## src/qsf_pkg.sv

```systemverilog
package qsf_pkg;

  localparam int unsigned DATA_W = 16;
  localparam int unsigned ADDR_W = 4;
  localparam int unsigned COND_W = 10;

  // Register offsets on the plain register port.
  localparam logic [3:0] OFF_COND    = 4'h0;
  localparam logic [3:0] OFF_EVENT   = 4'h1;
  localparam logic [3:0] OFF_ENABLE  = 4'h2;
  localparam logic [3:0] OFF_FALL    = 4'h3;
  localparam logic [3:0] OFF_RISE    = 4'h4;
  localparam logic [3:0] OFF_PRESET  = 4'h5;
  localparam logic [3:0] OFF_IRQ_ST  = 4'h6;
  localparam logic [3:0] OFF_IRQ_MSK = 4'h7;

  // Implemented bit positions of the condition group.
  localparam int unsigned BIT_OVERVOLTAGE_TRIP       = 0;
  localparam int unsigned BIT_OVERCURRENT_TRIP       = 1;
  localparam int unsigned BIT_POWER_FAIL_OFF         = 2;
  localparam int unsigned BIT_CONST_POWER_MODE       = 3;
  localparam int unsigned BIT_OVERTEMP_TRIP          = 4;
  localparam int unsigned BIT_MASTER_SLAVE_PROTECT   = 5;
  localparam int unsigned BIT_EXTERNAL_PIN_SHUTDOWN  = 9;
  localparam logic [9:0]  COND_MASK = 10'h23f;

  // Interrupt status bits.
  localparam int unsigned IRQ_W          = 2;
  localparam int unsigned IRQ_BIT_EVENT  = 0;
  localparam int unsigned IRQ_BIT_SUMMARY = 1;

  localparam logic [9:0]  RST_MASK = 10'h000;
  localparam logic [15:0] RST_DATA = 16'h0000;
  localparam logic [1:0]  RST_IRQ  = 2'h0;

endpackage

```

## src/qsf_filter.sv

```systemverilog
// What this block does
// - Falling-mask bit set: 1-to-0 change sets event.
// - Rising-mask bit set: 0-to-1 change sets event.
// - Both masks set: any change sets event.
// - Both masks clear: no change sets event.
// - Masks hold bits 0 to 5 and 9.
// - Falling mask reads back unchanged.
// - Rising mask reads back with no side effects.
// - Condition bits mapped to fixed positions.
// - Events latch; reading event register clears them.
// - Summary is OR of enabled event bits.
// - Preset clears the enable mask.
//
// Chosen here: the register offsets and the strobed register port.
`timescale 1ns/1ns
module qsf_filter
(
  input  wire logic                    core_clk,
  input  wire logic                    rst_n,
  input  wire logic                    overvoltage_trip,
  input  wire logic                    overcurrent_trip,
  input  wire logic                    power_fail_off,
  input  wire logic                    const_power_mode,
  input  wire logic                    overtemp_trip,
  input  wire logic                    master_slave_protect,
  input  wire logic                    external_pin_shutdown,
  input  wire logic [qsf_pkg::ADDR_W-1:0] reg_addr,
  input  wire logic [qsf_pkg::DATA_W-1:0] reg_wdata,
  input  wire logic                    reg_wr,
  input  wire logic                    reg_rd,
  output logic      [qsf_pkg::DATA_W-1:0] reg_rdata,
  output logic                         ques_summary,
  output logic                         irq
);

  logic [qsf_pkg::COND_W-1:0] cond_raw;
  logic [qsf_pkg::COND_W-1:0] sync1_q;
  logic [qsf_pkg::COND_W-1:0] cond_q;
  logic [qsf_pkg::COND_W-1:0] prev_q;
  logic [qsf_pkg::COND_W-1:0] falling_edge_mask_q;
  logic [qsf_pkg::COND_W-1:0] rising_edge_mask_q;
  logic [qsf_pkg::COND_W-1:0] enable_q;
  logic [qsf_pkg::COND_W-1:0] event_q;
  logic [qsf_pkg::COND_W-1:0] event_d;
  logic [qsf_pkg::COND_W-1:0] hit;
  logic [qsf_pkg::IRQ_W-1:0]  irq_st_q;
  logic [qsf_pkg::IRQ_W-1:0]  irq_msk_q;
  logic [qsf_pkg::IRQ_W-1:0]  irq_set;
  logic                       summary_d;
  logic                       wr_fall;
  logic                       wr_rise;
  logic                       wr_en;
  logic                       rd_event;
  logic [qsf_pkg::DATA_W-1:0] rdata_d;

  // Unused positions 6 to 8 are tied low so they can never produce an edge.
  always_comb
  begin
    cond_raw = '0;
    cond_raw[qsf_pkg::BIT_OVERVOLTAGE_TRIP]      = overvoltage_trip;
    cond_raw[qsf_pkg::BIT_OVERCURRENT_TRIP]      = overcurrent_trip;
    cond_raw[qsf_pkg::BIT_POWER_FAIL_OFF]        = power_fail_off;
    cond_raw[qsf_pkg::BIT_CONST_POWER_MODE]      = const_power_mode;
    cond_raw[qsf_pkg::BIT_OVERTEMP_TRIP]         = overtemp_trip;
    cond_raw[qsf_pkg::BIT_MASTER_SLAVE_PROTECT]  = master_slave_protect;
    cond_raw[qsf_pkg::BIT_EXTERNAL_PIN_SHUTDOWN] = external_pin_shutdown;
  end

  // Condition pins are asynchronous, so two flops precede edge detection.
  always_ff @(posedge core_clk or negedge rst_n)
  begin
    if (!rst_n)
    begin
      sync1_q <= qsf_pkg::RST_MASK;
      cond_q  <= qsf_pkg::RST_MASK;
      prev_q  <= qsf_pkg::RST_MASK;
    end
    else
    begin
      sync1_q <= cond_raw;
      cond_q  <= sync1_q;
      prev_q  <= cond_q;
    end
  end

  assign wr_fall  = reg_wr && (reg_addr == qsf_pkg::OFF_FALL);
  assign wr_rise  = reg_wr && (reg_addr == qsf_pkg::OFF_RISE);
  assign wr_en    = reg_wr && (reg_addr == qsf_pkg::OFF_ENABLE);
  assign rd_event = reg_rd && (reg_addr == qsf_pkg::OFF_EVENT);

  // Out-of-range bits are dropped rather than stored, which keeps reads honest.
  always_ff @(posedge core_clk or negedge rst_n)
  begin
    if (!rst_n)
    begin
      falling_edge_mask_q <= qsf_pkg::RST_MASK;
      rising_edge_mask_q  <= qsf_pkg::RST_MASK;
    end
    else
    begin
      if (wr_fall)
      begin
        falling_edge_mask_q <= reg_wdata[qsf_pkg::COND_W-1:0] & qsf_pkg::COND_MASK;
      end
      if (wr_rise)
      begin
        rising_edge_mask_q <= reg_wdata[qsf_pkg::COND_W-1:0] & qsf_pkg::COND_MASK;
      end
    end
  end

  always_ff @(posedge core_clk or negedge rst_n)
  begin
    if (!rst_n)
    begin
      enable_q <= qsf_pkg::RST_MASK;
    end
    else if (reg_wr && (reg_addr == qsf_pkg::OFF_PRESET))
    begin
      enable_q <= qsf_pkg::RST_MASK;
    end
    else if (wr_en)
    begin
      enable_q <= reg_wdata[qsf_pkg::COND_W-1:0] & qsf_pkg::COND_MASK;
    end
  end

  // Each polarity filter is independent, so both masks set means any edge.
  always_comb
  begin
    hit = (falling_edge_mask_q & prev_q & ~cond_q)
        | (rising_edge_mask_q & ~prev_q & cond_q);
  end

  // A new edge in the same cycle as a clearing read survives the clear.
  always_comb
  begin
    event_d = rd_event ? hit : (event_q | hit);
  end

  always_ff @(posedge core_clk or negedge rst_n)
  begin
    if (!rst_n)
    begin
      event_q <= qsf_pkg::RST_MASK;
    end
    else
    begin
      event_q <= event_d;
    end
  end

  assign summary_d = |(event_d & enable_q);

  always_ff @(posedge core_clk or negedge rst_n)
  begin
    if (!rst_n)
    begin
      ques_summary <= 1'b0;
    end
    else
    begin
      ques_summary <= summary_d;
    end
  end

  always_comb
  begin
    irq_set = '0;
    irq_set[qsf_pkg::IRQ_BIT_EVENT]   = |hit;
    irq_set[qsf_pkg::IRQ_BIT_SUMMARY] = summary_d & ~ques_summary;
  end

  always_ff @(posedge core_clk or negedge rst_n)
  begin
    if (!rst_n)
    begin
      irq_st_q  <= qsf_pkg::RST_IRQ;
      irq_msk_q <= qsf_pkg::RST_IRQ;
    end
    else
    begin
      if (reg_wr && (reg_addr == qsf_pkg::OFF_IRQ_ST))
      begin
        irq_st_q <= (irq_st_q & ~reg_wdata[qsf_pkg::IRQ_W-1:0]) | irq_set;
      end
      else
      begin
        irq_st_q <= irq_st_q | irq_set;
      end
      if (reg_wr && (reg_addr == qsf_pkg::OFF_IRQ_MSK))
      begin
        irq_msk_q <= reg_wdata[qsf_pkg::IRQ_W-1:0];
      end
    end
  end

  // Irq follows the status one cycle late; a cleared bit drops irq a cycle after.
  always_ff @(posedge core_clk or negedge rst_n)
  begin
    if (!rst_n)
    begin
      irq <= 1'b0;
    end
    else
    begin
      irq <= |(irq_st_q & irq_msk_q);
    end
  end

  always_comb
  begin
    rdata_d = qsf_pkg::RST_DATA;
    unique case (reg_addr)
      qsf_pkg::OFF_COND:    rdata_d[qsf_pkg::COND_W-1:0] = cond_q;
      qsf_pkg::OFF_EVENT:   rdata_d[qsf_pkg::COND_W-1:0] = event_q;
      qsf_pkg::OFF_ENABLE:  rdata_d[qsf_pkg::COND_W-1:0] = enable_q;
      qsf_pkg::OFF_FALL:    rdata_d[qsf_pkg::COND_W-1:0] = falling_edge_mask_q;
      qsf_pkg::OFF_RISE:    rdata_d[qsf_pkg::COND_W-1:0] = rising_edge_mask_q;
      qsf_pkg::OFF_IRQ_ST:  rdata_d[qsf_pkg::IRQ_W-1:0]  = irq_st_q;
      qsf_pkg::OFF_IRQ_MSK: rdata_d[qsf_pkg::IRQ_W-1:0]  = irq_msk_q;
      default:              rdata_d = qsf_pkg::RST_DATA;
    endcase
  end

  always_ff @(posedge core_clk or negedge rst_n)
  begin
    if (!rst_n)
    begin
      reg_rdata <= qsf_pkg::RST_DATA;
    end
    else if (reg_rd)
    begin
      reg_rdata <= rdata_d;
    end
    else
    begin
      reg_rdata <= qsf_pkg::RST_DATA;
    end
  end

endmodule

```

## config.mk

```make
export PLATFORM = sky130hd
export DESIGN_NAME = qsf_filter
export DESIGN_NICKNAME = d
export VERILOG_FILES = /design/src/qsf_pkg.sv /design/src/qsf_filter.sv
export SDC_FILE = /design/constraint.sdc
export NUM_CORES = 1
export LEC_CHECK = 0
export ABC_AREA = 1
export BUFFER_PORTS_ARGS = -buffer_cell sky130_fd_sc_hd__buf_4
export CORE_ASPECT_RATIO = 0.6
export CORE_UTILIZATION = 50
export CTS_BUF_LIST = sky130_fd_sc_hd__clkbuf_4 sky130_fd_sc_hd__clkbuf_8
export CTS_CLUSTER_SIZE = 24
export DETAILED_ROUTE_END_ITERATION = 7
export MAX_ROUTING_LAYER = met4
export PLACE_DENSITY = 0.78
export SYNTH_ARGS = -nofsm -noshare
export SYNTH_HDL_FRONTEND = slang
export SYNTH_SLANG_ARGS = --single-unit
```

## constraint.sdc

```tcl
create_clock -name core_clk -period 3.42 [get_ports core_clk]
set_input_delay 0.513 -clock core_clk [delete_from_list [all_inputs] [get_ports core_clk]]
set_output_delay 0.513 -clock core_clk [all_outputs]
set_load 0.01 [all_outputs]
```

Word level (Yosys, flattened, before mapping)
Index checks and enable logic that the tools add are counted.

operators by class
  $add $sub $neg = 0
  multipliers = 0
  divide/modulo/power cells = 0
  order comparisons = 0
  equality and inequality tests = 7
  shift-type cells = 0
  muxes and demuxes = 7
  bitwise operators = 16
  reduce and logical (&&, ||, !) cells = 12

operator list
  operator            number
  $and 10x10->10      5
  $mux 10             4
  $pmux 8 s5          1
  $not 10->10         2
  $or 10x10->10       2
  $reduce_or 10->1    2
  $eq 4x3->1 const B  4
  $pmux 2 s7          1
  $eq 4x2->1 const B  2
  $logic_and 1x1->1   7
  $and 2x2->2         2
  $eq 4x1->1 const B  1
  $logic_not 4->1     1
  $or 2x2->2          2
  $mux 2              1
  $not 2->2           1
  $reduce_bool 2->1   1
  $reduce_or 2->1     1
  $and 1x1->1         1
  $not 1->1           1

word-level totals
  flip-flop bits (word level) = 77
  bits in latches = 0
  bits in writable memories = 0
  bits in read-only memories = 0
  input bits = 31
  output and inout port bits = 18
  logic and storage cells = 54
  memories kept = 0

Longest topological paths before layout
Gate-level depths: netlist of the first run.

  word-level depth = 11
  depth in mapped cells = 12
  depth with buffers taken out = 12

Worst setup path after synthesis of the first run
OpenSTA, ideal clock, no wires.

  kind = input -> register
  start point = in reg_addr[2] in the netlist's numbering
  end point = reg irq_st_q[1] in the netlist's numbering
  setup time = 0.116 ns
  data arrival time = 1.276 ns
  required time = 3.304 ns
  slack = 2.027 ns
  cell stages on the path = 10
  cell sequence = nor2_4 -> nand3_4 -> nand2_1 -> nand2_2 -> nand2_1 -> nand2_1 -> nor2_2 -> nand2_2 -> nand2_1 -> nand2_1

on the way
  cells in the longest elaborated chain, start to end = 8
  elaborated cells on any way between the ends = 11

ends and longest elaborated chain
  item                           RTL line                              RTL
  from (decl)                    qsf_filter.sv:27                      input wire logic [qsf_pkg::ADDR_W-1:0] reg_addr,
  $eq 4x1->1 (*)                 qsf_filter.sv:89                      assign rd_event = reg_rd && (reg_addr == qsf_pkg::OFF_EVENT);
  $logic_and 1x1->1 (*)          qsf_filter.sv:89
  $mux 10 (*)                    qsf_filter.sv:138                     event_d = rd_event ? hit : (event_q | hit);
  named net event_d (one bit)    qsf_filter.sv:44                      logic [qsf_pkg::COND_W-1:0] event_d;
  $and 10x10->10 (*)             qsf_filter.sv:153                     assign summary_d = |(event_d & enable_q);
  $reduce_or 10->1 (*)           qsf_filter.sv:153
  named net summary_d            qsf_filter.sv:49                      logic summary_d;
  $and 1x1->1 (*)                qsf_filter.sv:171                     irq_set[qsf_pkg::IRQ_BIT_SUMMARY] = summary_d & ~ques_summary;
  $or 2x2->2 (on tied branches)  qsf_filter.sv:189, qsf_filter.sv:185
  $mux 2 (*)                     qsf_filter.sv:183                     if (reg_wr && (reg_addr == qsf_pkg::OFF_IRQ_ST))
  to (signal assigned)           qsf_filter.sv:178                     irq_st_q <= qsf_pkg::RST_IRQ;
  to (signal assigned)           qsf_filter.sv:185                     irq_st_q <= (irq_st_q & ~reg_wdata[qsf_pkg::IRQ_W-1:0]) | irq_set;
  to (signal assigned)           qsf_filter.sv:189                     irq_st_q <= irq_st_q | irq_set;
  to (decl)                      qsf_filter.sv:46                      logic [qsf_pkg::IRQ_W-1:0] irq_st_q;

The timed path passes the listed nets; every way through them passes the cells marked *.
A chain may end at the register's enable or synchronous reset.

Worst setup path after layout of the first run
  start point = in reg_addr[2] in the netlist's numbering
  end point = reg enable_q[0] in the netlist's numbering

on the way
  cells in the longest elaborated chain, start to end = 3
  elaborated cells on any way between the ends = 6

ends and longest elaborated chain
  item                                                 RTL line                             RTL
  $eq 4x3->1 / $eq 4x2->1 (equally long branches)      qsf_filter.sv:118, qsf_filter.sv:88
  $logic_and 1x1->1 (on tied branches)                 qsf_filter.sv:118, qsf_filter.sv:88
  $mux 10 / $reduce_bool 2->1 (equally long branches)  -
  to (signal assigned)                                 qsf_filter.sv:116                    enable_q <= qsf_pkg::RST_MASK;
  to (signal assigned)                                 qsf_filter.sv:120                    enable_q <= qsf_pkg::RST_MASK;
  to (signal assigned)                                 qsf_filter.sv:124                    enable_q <= reg_wdata[qsf_pkg::COND_W-1:0] & qsf_pkg::COND_MASK;
  to (decl)                                            qsf_filter.sv:42                     logic [qsf_pkg::COND_W-1:0] enable_q;

Several ways; a longest one is shown, not always the timed one.

==> flow_results.xml, run 1 <==
<?xml version="1.0" encoding="UTF-8"?>
<metrics>
  <group name="yosys">
    <metric name="synth_cells" unit="">285</metric>
    <metric name="synthFlopType" unit="">sky130_fd_sc_hd__dfrtp_1</metric>
    <metric name="synth_top_cells_by_area" unit="">sky130_fd_sc_hd__dfrtp_1 (60%), sky130_fd_sc_hd__nand2_1 (9.9%), sky130_fd_sc_hd__inv_1 (5.5%)</metric>
    <metric name="synth_common_cells" unit="">sky130_fd_sc_hd__nand2_1 (69), sky130_fd_sc_hd__dfrtp_1 (62), sky130_fd_sc_hd__inv_1 (38)</metric>
    <metric name="edff_count_synth" unit="">0</metric>
    <metric name="yosysTopAreaCellShare" unit="%">59.53</metric>
    <metric name="postSynthRegisterBits" unit="">62</metric>
    <metric name="post_synth_num_cell_types" unit="">21</metric>
    <metric name="synth_area" unit="um^2">2606</metric>
    <metric name="synth-warning-count" unit="">0</metric>
    <metric name="post_synth.cell_area_avg" unit="um^2">9.145</metric>
    <metric name="ys_async_sr_fraction" unit="%">100.0</metric>
    <metric name="cell_accounting_for_the_most_synthesized_area" unit="">sky130_fd_sc_hd__dfrtp_1</metric>
    <metric name="yosysMostFrequentCell" unit="">sky130_fd_sc_hd__nand2_1</metric>
    <metric name="portion_of_the_post_synthesis_area_used_by_sequential_elements" unit="%">59.53</metric>
  </group>
  <group name="timing">
    <metric name="fin_tns_setup" unit="ns">0</metric>
    <metric name="timing.fmax" unit="MHz">626.3</metric>
    <metric name="layout_min_cycle_time" unit="ns">1.597</metric>
    <metric name="finalCritPeriodShare" unit="%">46.69</metric>
    <metric name="grt_setup_unrepaired" unit="">no</metric>
    <metric name="timing_worst_slew_pin_value" unit="ns">0.7572</metric>
    <metric name="setup_viol" unit="">0</metric>
    <metric name="clock_skew" unit="ns">0.008237</metric>
    <metric name="hold_viol_final" unit="">0</metric>
    <metric name="maxSlewHeadroom" unit="%">49.52</metric>
    <metric name="final_critical_path_setup_slack" unit="ns">1.823</metric>
    <metric name="maxSlewViolCount" unit="">0</metric>
  </group>
  <group name="clock_network">
    <metric name="total_clock_buffers_created_by_cts" unit="">9</metric>
    <metric name="h-tree-depth" unit="">3</metric>
    <metric name="cts_repair_resize_count" unit="">0</metric>
    <metric name="post_cts_hold_buffer_count" unit="">0</metric>
    <metric name="clock_sinks" unit="">62</metric>
    <metric name="tritoncts_clock_tree" unit="">yes</metric>
    <metric name="clkTransAtPathRegs" unit="ns">0.07</metric>
    <metric name="ctsLongestPathBuffers" unit="">2</metric>
    <metric name="post_cts_buffers" unit="">0</metric>
    <metric name="clock_root_buffer" unit="">sky130_fd_sc_hd__clkbuf_8</metric>
    <metric name="clk-insertion-delay-late" unit="ns">0.34</metric>
  </group>
  <group name="flow_run">
    <metric name="max_cap_violations" unit="">0</metric>
  </group>
  <group name="final_layout">
    <metric name="seq_area" unit="um^2">1551</metric>
    <metric name="drive_above_1_share" unit="%">19.88</metric>
    <metric name="nFillCells" unit="">414</metric>
    <metric name="n_antenna_cell" unit="">0</metric>
    <metric name="signed_area_change_from_the_synthesized_netlist_to_the_final_layout" unit="%">17.09</metric>
    <metric name="finish.net_count" unit="">353</metric>
    <metric name="multi_input_area" unit="um^2">848.3</metric>
  </group>
  <group name="placed_design">
    <metric name="buffer_ports.inserted" unit="">30</metric>
    <metric name="placement.setup.worst_slack" unit="ns">1.509</metric>
    <metric name="place.detailed.hpwl" unit="um">3843</metric>
    <metric name="gpl.final_weighted_congestion" unit="">0.8862</metric>
  </group>
  <group name="worst_setup_path">
    <metric name="setup_cp_type" unit="">input port to flop</metric>
    <metric name="critical_path_cell_count" unit="">7</metric>
    <metric name="reg2reg_depth" unit="">5</metric>
    <metric name="critPathCaptureType" unit="">flop</metric>
    <metric name="path_common_cell" unit="">sky130_fd_sc_hd__nand2_1</metric>
    <metric name="critPathMaxFanout" unit="">11</metric>
    <metric name="crit_buf_inv" unit="">2</metric>
    <metric name="critical-path-slowest-cell" unit="">sky130_fd_sc_hd__nand2_1</metric>
    <metric name="timing.critical_path.arrival" unit="ns">1.81</metric>
    <metric name="critical-path-top-delay-family" unit="">simple AND/OR/NAND/NOR gates</metric>
    <metric name="path_cells" unit="">buf_4 -&gt; nor2_4 -&gt; nand2_2 -&gt; inv_2 -&gt; nand2_1 -&gt; nand2_1 -&gt; o22ai_1</metric>
    <metric name="crit_path_max_cell_delay" unit="ns">0.29</metric>
    <metric name="cp_data_required_time" unit="ns">3.63</metric>
    <metric name="start_kind" unit="">input port</metric>
  </group>
  <group name="floorplan">
    <metric name="initial_utilization" unit="%">54.54</metric>
    <metric name="die_height" unit="um">57.93</metric>
    <metric name="core_region_area" unit="um^2">4778</metric>
    <metric name="floorplan.die_area" unit="um^2">5515</metric>
    <metric name="ios" unit="">49</metric>
    <metric name="fp.dieW" unit="um">95.21</metric>
    <metric name="placementRows" unit="">19</metric>
  </group>
  <group name="grt">
    <metric name="initial_antenna_violation_count" unit="">0</metric>
    <metric name="grt.total_usage" unit="%">23.93</metric>
    <metric name="first_global_vias" unit="">1797</metric>
    <metric name="largest_net_degree_at_the_start_of_global_routing" unit="">63</metric>
    <metric name="grt.overflow.total" unit="">0</metric>
    <metric name="grt_first_pass_wirelength" unit="um">8983</metric>
  </group>
  <group name="run_status">
    <metric name="result_of_the_run" unit="">finished, final reports clean</metric>
  </group>
  <group name="pwr">
    <metric name="total_internal_power" unit="uW">1273</metric>
    <metric name="power.share.switching" unit="%">28.12</metric>
    <metric name="power.density_cell_area" unit="nW/um^2">580.3</metric>
    <metric name="seq_power_share" unit="%">50.0</metric>
    <metric name="cellLeakagePower" unit="uW">0.001557</metric>
    <metric name="power_switching" unit="uW">498.0</metric>
    <metric name="power.clock.fraction" unit="%">35.3</metric>
    <metric name="comb_power_share" unit="%">14.7</metric>
    <metric name="ir_drop" unit="mV">0.3271</metric>
  </group>
  <group name="drt">
    <metric name="detail_route.wl_per_cell" unit="um">14.23</metric>
    <metric name="antenna_left" unit="">0</metric>
    <metric name="drt_drc_violations_left" unit="">0</metric>
    <metric name="first_pass_iteration_count_of_the_detailed_router" unit="">5</metric>
    <metric name="routed_via_density" unit="">5.133</metric>
    <metric name="wl" unit="um">5551</metric>
    <metric name="vias" unit="">2002</metric>
    <metric name="drt_first_iter_violations" unit="">181</metric>
  </group>
  <group name="min_path">
    <metric name="worst_hold_path_type" unit="">input port to async pin</metric>
  </group>
</metrics>
## worst register-to-register path: stages (launching register included)
cell	delay (ns)
sky130_fd_sc_hd__dfrtp_1	0.40
sky130_fd_sc_hd__nand2_1	0.07
sky130_fd_sc_hd__nor2_1	0.04
sky130_fd_sc_hd__a21oi_1	0.26
sky130_fd_sc_hd__nand3_1	0.13
sky130_fd_sc_hd__or3_1	0.37
## final timing paths
kind	startpoint	to	slack, ns
setup / recovery	reg_addr[2]	enable_q[0]$_DFFE_PN0P_	1.82
hold / removal	rst_n	falling_edge_mask_q[5]$_DFFE_PN0P_	0.25
setup reg to reg	falling_edge_mask_q[1]$_DFFE_PN0P_	irq_st_q[0]$_DFF_PN0_	2.05
hold reg to reg	sync1_q[1]$_DFF_PN0_	cond_q[1]$_DFF_PN0_	0.35
max in group asynchronous	rst_n	falling_edge_mask_q[0]$_DFFE_PN0P_	2.68
min in group core_clk	power_fail_off	sync1_q[2]$_DFF_PN0_	0.27
## cell families after synthesis
logic type,synth area share [%]
AND/OR/NAND/NOR,19.35
flip-flops,59.53
AO/OA/AOI/OAI,11.91
buffers and inverters,9.073
other,0.1439
## stage by stage
step | cells | instance area (um^2) | total power, uW | hold slack, ns | utilization, %
2_1_floorplan | 293 | 2636 | 1057 | 0.2174 | -
3_3_place_gp | 374 | 2858 | 1146 | 0.3316 | 59.81
3_5_place_dp | 374 | 2858 | 1155 | 0.3358 | 59.81
4_1_cts | 390 | 3052 | 1786 | 0.2521 | 63.86
5_1_grt | 390 | 3052 | 1860 | 0.2518 | 63.86
6_report | 390 | 3052 | 1771 | 0.2469 | 63.86
## final cells by class
cell class / instances / share of cell area (%)
Sequential cell: 62 / 50.84
Multi-Input combinational cell: 178 / 27.80
Timing Repair Buffer: 30 / 7.380
Inverter: 41 / 5.043
Clock buffer: 10 / 4.305
Tap cell: 63 / 2.583
Clock inverter: 6 / 2.050
## power groups by stage
stage / Sequential (uW) / Combinational (uW) / Clock [uW]
after floorplan: 890 / 167 / 0
after global placement: 894 / 252 / 0
after detailed placement: 896 / 259 / 0
after CTS: 885 / 261 / 640
after global routing: 897 / 298 / 666
final: 885 / 261 / 625
## flip-flops by register name (all words and copies together), names as in the netlist
register,flops
event_q,7
cond_q,7
prev_q,7
irq,1
sync1_q,7
rising_edge_mask_q,7
ques_summary,1
reg_rdata,7
falling_edge_mask_q,7
irq_msk_q,2
enable_q,7
irq_st_q,2
## layout by cell type, fill, tap and decap left out, drive strengths merged, types with 2 or more instances in the layout
cell type  synthesis  final
nand2             78     78
dfrtp             62     62
inv               41     41
buf               12     30
o21ai             30     30
nor2              21     21
o22ai             12     12
nand3             11     11
a21oi             10     10
clkbuf             0     10
conb               1      9
a211oi             3      3
clkinvlp           0      3
a31oi              2      2
clkinv             0      2
## routing by layer
metal	wire (um)	vias up	GRT usage (%)
met5	0	-	-
met4	76	0	9.091
met3	480	12	7.087
met2	2147	85	30.31
met1	2846	937	35.70
li1	-	968	-
Power figures use the tool's default switching activity.
==> inputs of run 2 (changes only) <==
--- a/config.mk
+++ b/config.mk
@@ -13,7 +13,7 @@
 export CTS_CLUSTER_SIZE = 24
 export DETAILED_ROUTE_END_ITERATION = 7
 export MAX_ROUTING_LAYER = met4
-export PLACE_DENSITY = 0.78
+export PLACE_DENSITY = 0.81
 export SYNTH_ARGS = -nofsm -noshare
 export SYNTH_HDL_FRONTEND = slang
 export SYNTH_SLANG_ARGS = --single-unit
==> constraint.sdc (replaced) <==
create_clock -name core_clk -period 1.4 [get_ports core_clk]
set_input_delay 0.21 -clock core_clk [delete_from_list [all_inputs] [get_ports core_clk]]
set_output_delay 0.21 -clock core_clk [all_outputs]
set_load 0.01 [all_outputs]
==> flow_results.xml, run 2 (synthesis gave the netlist of run 1 again) <==
<?xml version="1.0" encoding="UTF-8"?>
<metrics>
  <group name="worst_setup_path">
    <metric name="cp_data_required_time" unit="ns">1.63</metric>
    <metric name="reg2reg_slack" unit="ns">0.10</metric>
    <metric name="start_kind" unit="">flop</metric>
    <metric name="crit_path_max_cell_delay" unit="ns">0.38</metric>
    <metric name="timing.critical_path.arrival" unit="ns">1.53</metric>
    <metric name="critPathMaxFanout" unit="">3</metric>
    <metric name="critical-path-slowest-cell" unit="">sky130_fd_sc_hd__dfrtp_1</metric>
    <metric name="path_cells" unit="">inv_1 -&gt; nor2_1 -&gt; a21oi_2 -&gt; nand3_1 -&gt; or3_1</metric>
    <metric name="reg2reg_to" unit="">irq_st_q[0]$_DFF_PN0_</metric>
    <metric name="crit-reg2reg-launch" unit="">rising_edge_mask_q[1]$_DFFE_PN0P_</metric>
    <metric name="setup.worst_path.start" unit="">rising_edge_mask_q[1]$_DFFE_PN0P_</metric>
    <metric name="reg2reg_depth" unit="">5</metric>
    <metric name="setup_cp_type" unit="">flop to flop</metric>
    <metric name="critPathCaptureType" unit="">flop</metric>
  </group>
  <group name="clock_network">
    <metric name="tritoncts_clock_tree" unit="">yes</metric>
    <metric name="clkTransAtPathRegs" unit="ns">0.07</metric>
    <metric name="clk-insertion-delay-late" unit="ns">0.35</metric>
    <metric name="clock_sinks" unit="">62</metric>
    <metric name="clock_root_buffer" unit="">sky130_fd_sc_hd__clkbuf_8</metric>
    <metric name="total_clock_buffers_created_by_cts" unit="">9</metric>
    <metric name="ctsLongestPathBuffers" unit="">2</metric>
    <metric name="h-tree-depth" unit="">3</metric>
  </group>
  <group name="timing">
    <metric name="timing.fmax" unit="MHz">771.4</metric>
    <metric name="final_critical_path_setup_slack" unit="ns">0.1036</metric>
    <metric name="hold_viol_final" unit="">0</metric>
    <metric name="clock_skew" unit="ns">0.01015</metric>
    <metric name="grt_setup_unrepaired" unit="">no</metric>
    <metric name="maxSlewViolCount" unit="">0</metric>
    <metric name="layout_min_cycle_time" unit="ns">1.296</metric>
    <metric name="finalCritPeriodShare" unit="%">92.60</metric>
    <metric name="setup_viol" unit="">0</metric>
    <metric name="fin_tns_setup" unit="ns">0</metric>
  </group>
  <group name="grt">
    <metric name="grt.busiest_layer" unit="">met1</metric>
    <metric name="globalRouteMet2Util" unit="%">33.16</metric>
    <metric name="grt.total_usage" unit="%">25.26</metric>
    <metric name="grt.overflow.total" unit="">0</metric>
    <metric name="use_met3" unit="%">9.580</metric>
    <metric name="met1_track_usage_gr" unit="%">35.04</metric>
    <metric name="grt_first_pass_wirelength" unit="um">9480</metric>
    <metric name="initial_antenna_violation_count" unit="">0</metric>
    <metric name="first_global_vias" unit="">2001</metric>
    <metric name="largest_net_degree_at_the_start_of_global_routing" unit="">31</metric>
  </group>
  <group name="placed_design">
    <metric name="buffer_ports.inserted" unit="">30</metric>
    <metric name="gpl.final_weighted_congestion" unit="">0.9250</metric>
    <metric name="place.detailed.hpwl" unit="um">4310</metric>
    <metric name="placement.setup.worst_slack" unit="ns">-0.02406</metric>
  </group>
  <group name="pwr">
    <metric name="power_switching" unit="uW">1236</metric>
    <metric name="power.density_cell_area" unit="nW/um^2">1361</metric>
    <metric name="cellLeakagePower" unit="uW">0.001671</metric>
    <metric name="comb_power_share" unit="%">15.7</metric>
    <metric name="ir_drop" unit="mV">0.8833</metric>
    <metric name="power.clock.fraction" unit="%">35.9</metric>
    <metric name="design_power_total" unit="uW">4464</metric>
    <metric name="seq_power_share" unit="%">48.5</metric>
    <metric name="power.share.switching" unit="%">27.69</metric>
    <metric name="total_internal_power" unit="uW">3228</metric>
  </group>
  <group name="final_layout">
    <metric name="layout.cells.most_common_list" unit="">sky130_fd_sc_hd__nand2_1 (69), sky130_fd_sc_hd__dfrtp_1 (62), sky130_fd_sc_hd__buf_4 (41), sky130_fd_sc_hd__inv_1 (38), sky130_fd_sc_hd__o21ai_0 (27)</metric>
    <metric name="most_frequent_standard_cell_in_the_layout_excluding_fill_and_tap_cells" unit="">sky130_fd_sc_hd__nand2_1</metric>
    <metric name="n_antenna_cell" unit="">0</metric>
    <metric name="finish.net_count" unit="">374</metric>
    <metric name="nFillCells" unit="">370</metric>
    <metric name="postLayoutCoreUtil" unit="%">68.66</metric>
    <metric name="drive_above_1_share" unit="%">23.28</metric>
    <metric name="signed_area_change_from_the_synthesized_netlist_to_the_final_layout" unit="%">25.88</metric>
  </group>
  <group name="min_path">
    <metric name="hold_path_end" unit="">irq_msk_q[0]$_DFFE_PN0P_</metric>
    <metric name="worst_hold_path_type" unit="">input port to flop</metric>
    <metric name="hold_path_depth" unit="">3</metric>
    <metric name="holdCritStartpoint" unit="">reg_wdata[0]</metric>
  </group>
  <group name="drt">
    <metric name="antenna_left" unit="">0</metric>
    <metric name="drt_drc_violations_left" unit="">0</metric>
    <metric name="wl" unit="um">5970</metric>
    <metric name="first_pass_iteration_count_of_the_detailed_router" unit="">5</metric>
    <metric name="vias" unit="">2171</metric>
    <metric name="detail_route.wl_per_cell" unit="um">14.53</metric>
    <metric name="drt_first_iter_violations" unit="">351</metric>
    <metric name="routed_via_density" unit="">5.282</metric>
  </group>
  <group name="floorplan">
    <metric name="core_region_area" unit="um^2">4778</metric>
    <metric name="fp.dieW" unit="um">95.21</metric>
    <metric name="floorplan.die_area" unit="um^2">5515</metric>
    <metric name="initial_utilization" unit="%">54.54</metric>
    <metric name="placementRows" unit="">19</metric>
    <metric name="ios" unit="">49</metric>
    <metric name="die_height" unit="um">57.93</metric>
  </group>
  <group name="flow_run">
    <metric name="max_cap_violations" unit="">0</metric>
  </group>
  <group name="run_status">
    <metric name="result_of_the_run" unit="">finished, final reports clean</metric>
  </group>
</metrics>
## run 2: worst max-delay path: cells and delay by family (launching register included)
kind | cells | cell delay [ns]
simple gates | 3 | 0.52
flops | 1 | 0.38
compound gates | 1 | 0.20
buf+inv | 1 | 0.07
## run 2: routing by layer
layer	vias up	share of wire (%)
met2	126	42
met4	0	2.4
met1	1023	44
li1	1007	-
met5	-	0
met3	15	12
## run 2: final cells by class
type / count / area (um^2) / share of cell area (%)
clock inverters: 5 / 57.56 / 1.754
multi-input cells: 178 / 859.6 / 26.20
flip-flops and latches: 62 / 1551 / 47.29
clock buffers: 11 / 151.4 / 4.615
inverters: 41 / 153.9 / 4.691
well taps: 63 / 78.83 / 2.403
repair buffers: 51 / 427.9 / 13.04
## run 2: power by group through the flow
stage | registers, uW | logic [uW] | clock network (uW)
4_1_cts | 2160 | 690 | 1630
2_1_floorplan | 2170 | 408 | 0
3_5_place_dp | 2190 | 669 | 0
3_3_place_gp | 2180 | 641 | 0
6_report | 2160 | 699 | 1600
5_1_grt | 2190 | 788 | 1710
## run 2: worst max-delay path by stage
stage | endpoint | slack (ns) | cells past startpoint
4_1_cts | irq_st_q[0]$_DFF_PN0_ | 0.02 | 5
3_5_place_dp | reg_rdata[3]$_DFF_PN0_ | -0.02 | 7
6_report | irq_st_q[0]$_DFF_PN0_ | 0.10 | 5
3_3_place_gp | reg_rdata[3]$_DFF_PN0_ | 0.02 | 7
5_1_grt | irq_st_q[1]$_DFF_PN0_ | 0.006 | 12
2_1_floorplan | irq_st_q[0]$_DFF_PN0_ | 0.21 | 5
## run 2: timing repair
item                       in CTS  in global routing
hold buffers                    8                  0
buffers inserted                0                  0
setup endpoints to repair       0                  1
hold endpoints to repair       29                  0
resized for setup               0                  3
## run 2: metrics by stage
step,hold slack (ns),instances,area [um^2]
after CTS,0.09825,411,3269
after global placement,0.1255,387,2980
after global routing,0.1268,411,3281
after detailed placement,0.1312,387,2980
final,0.1225,411,3281
after floorplan,-0.08559,293,2636
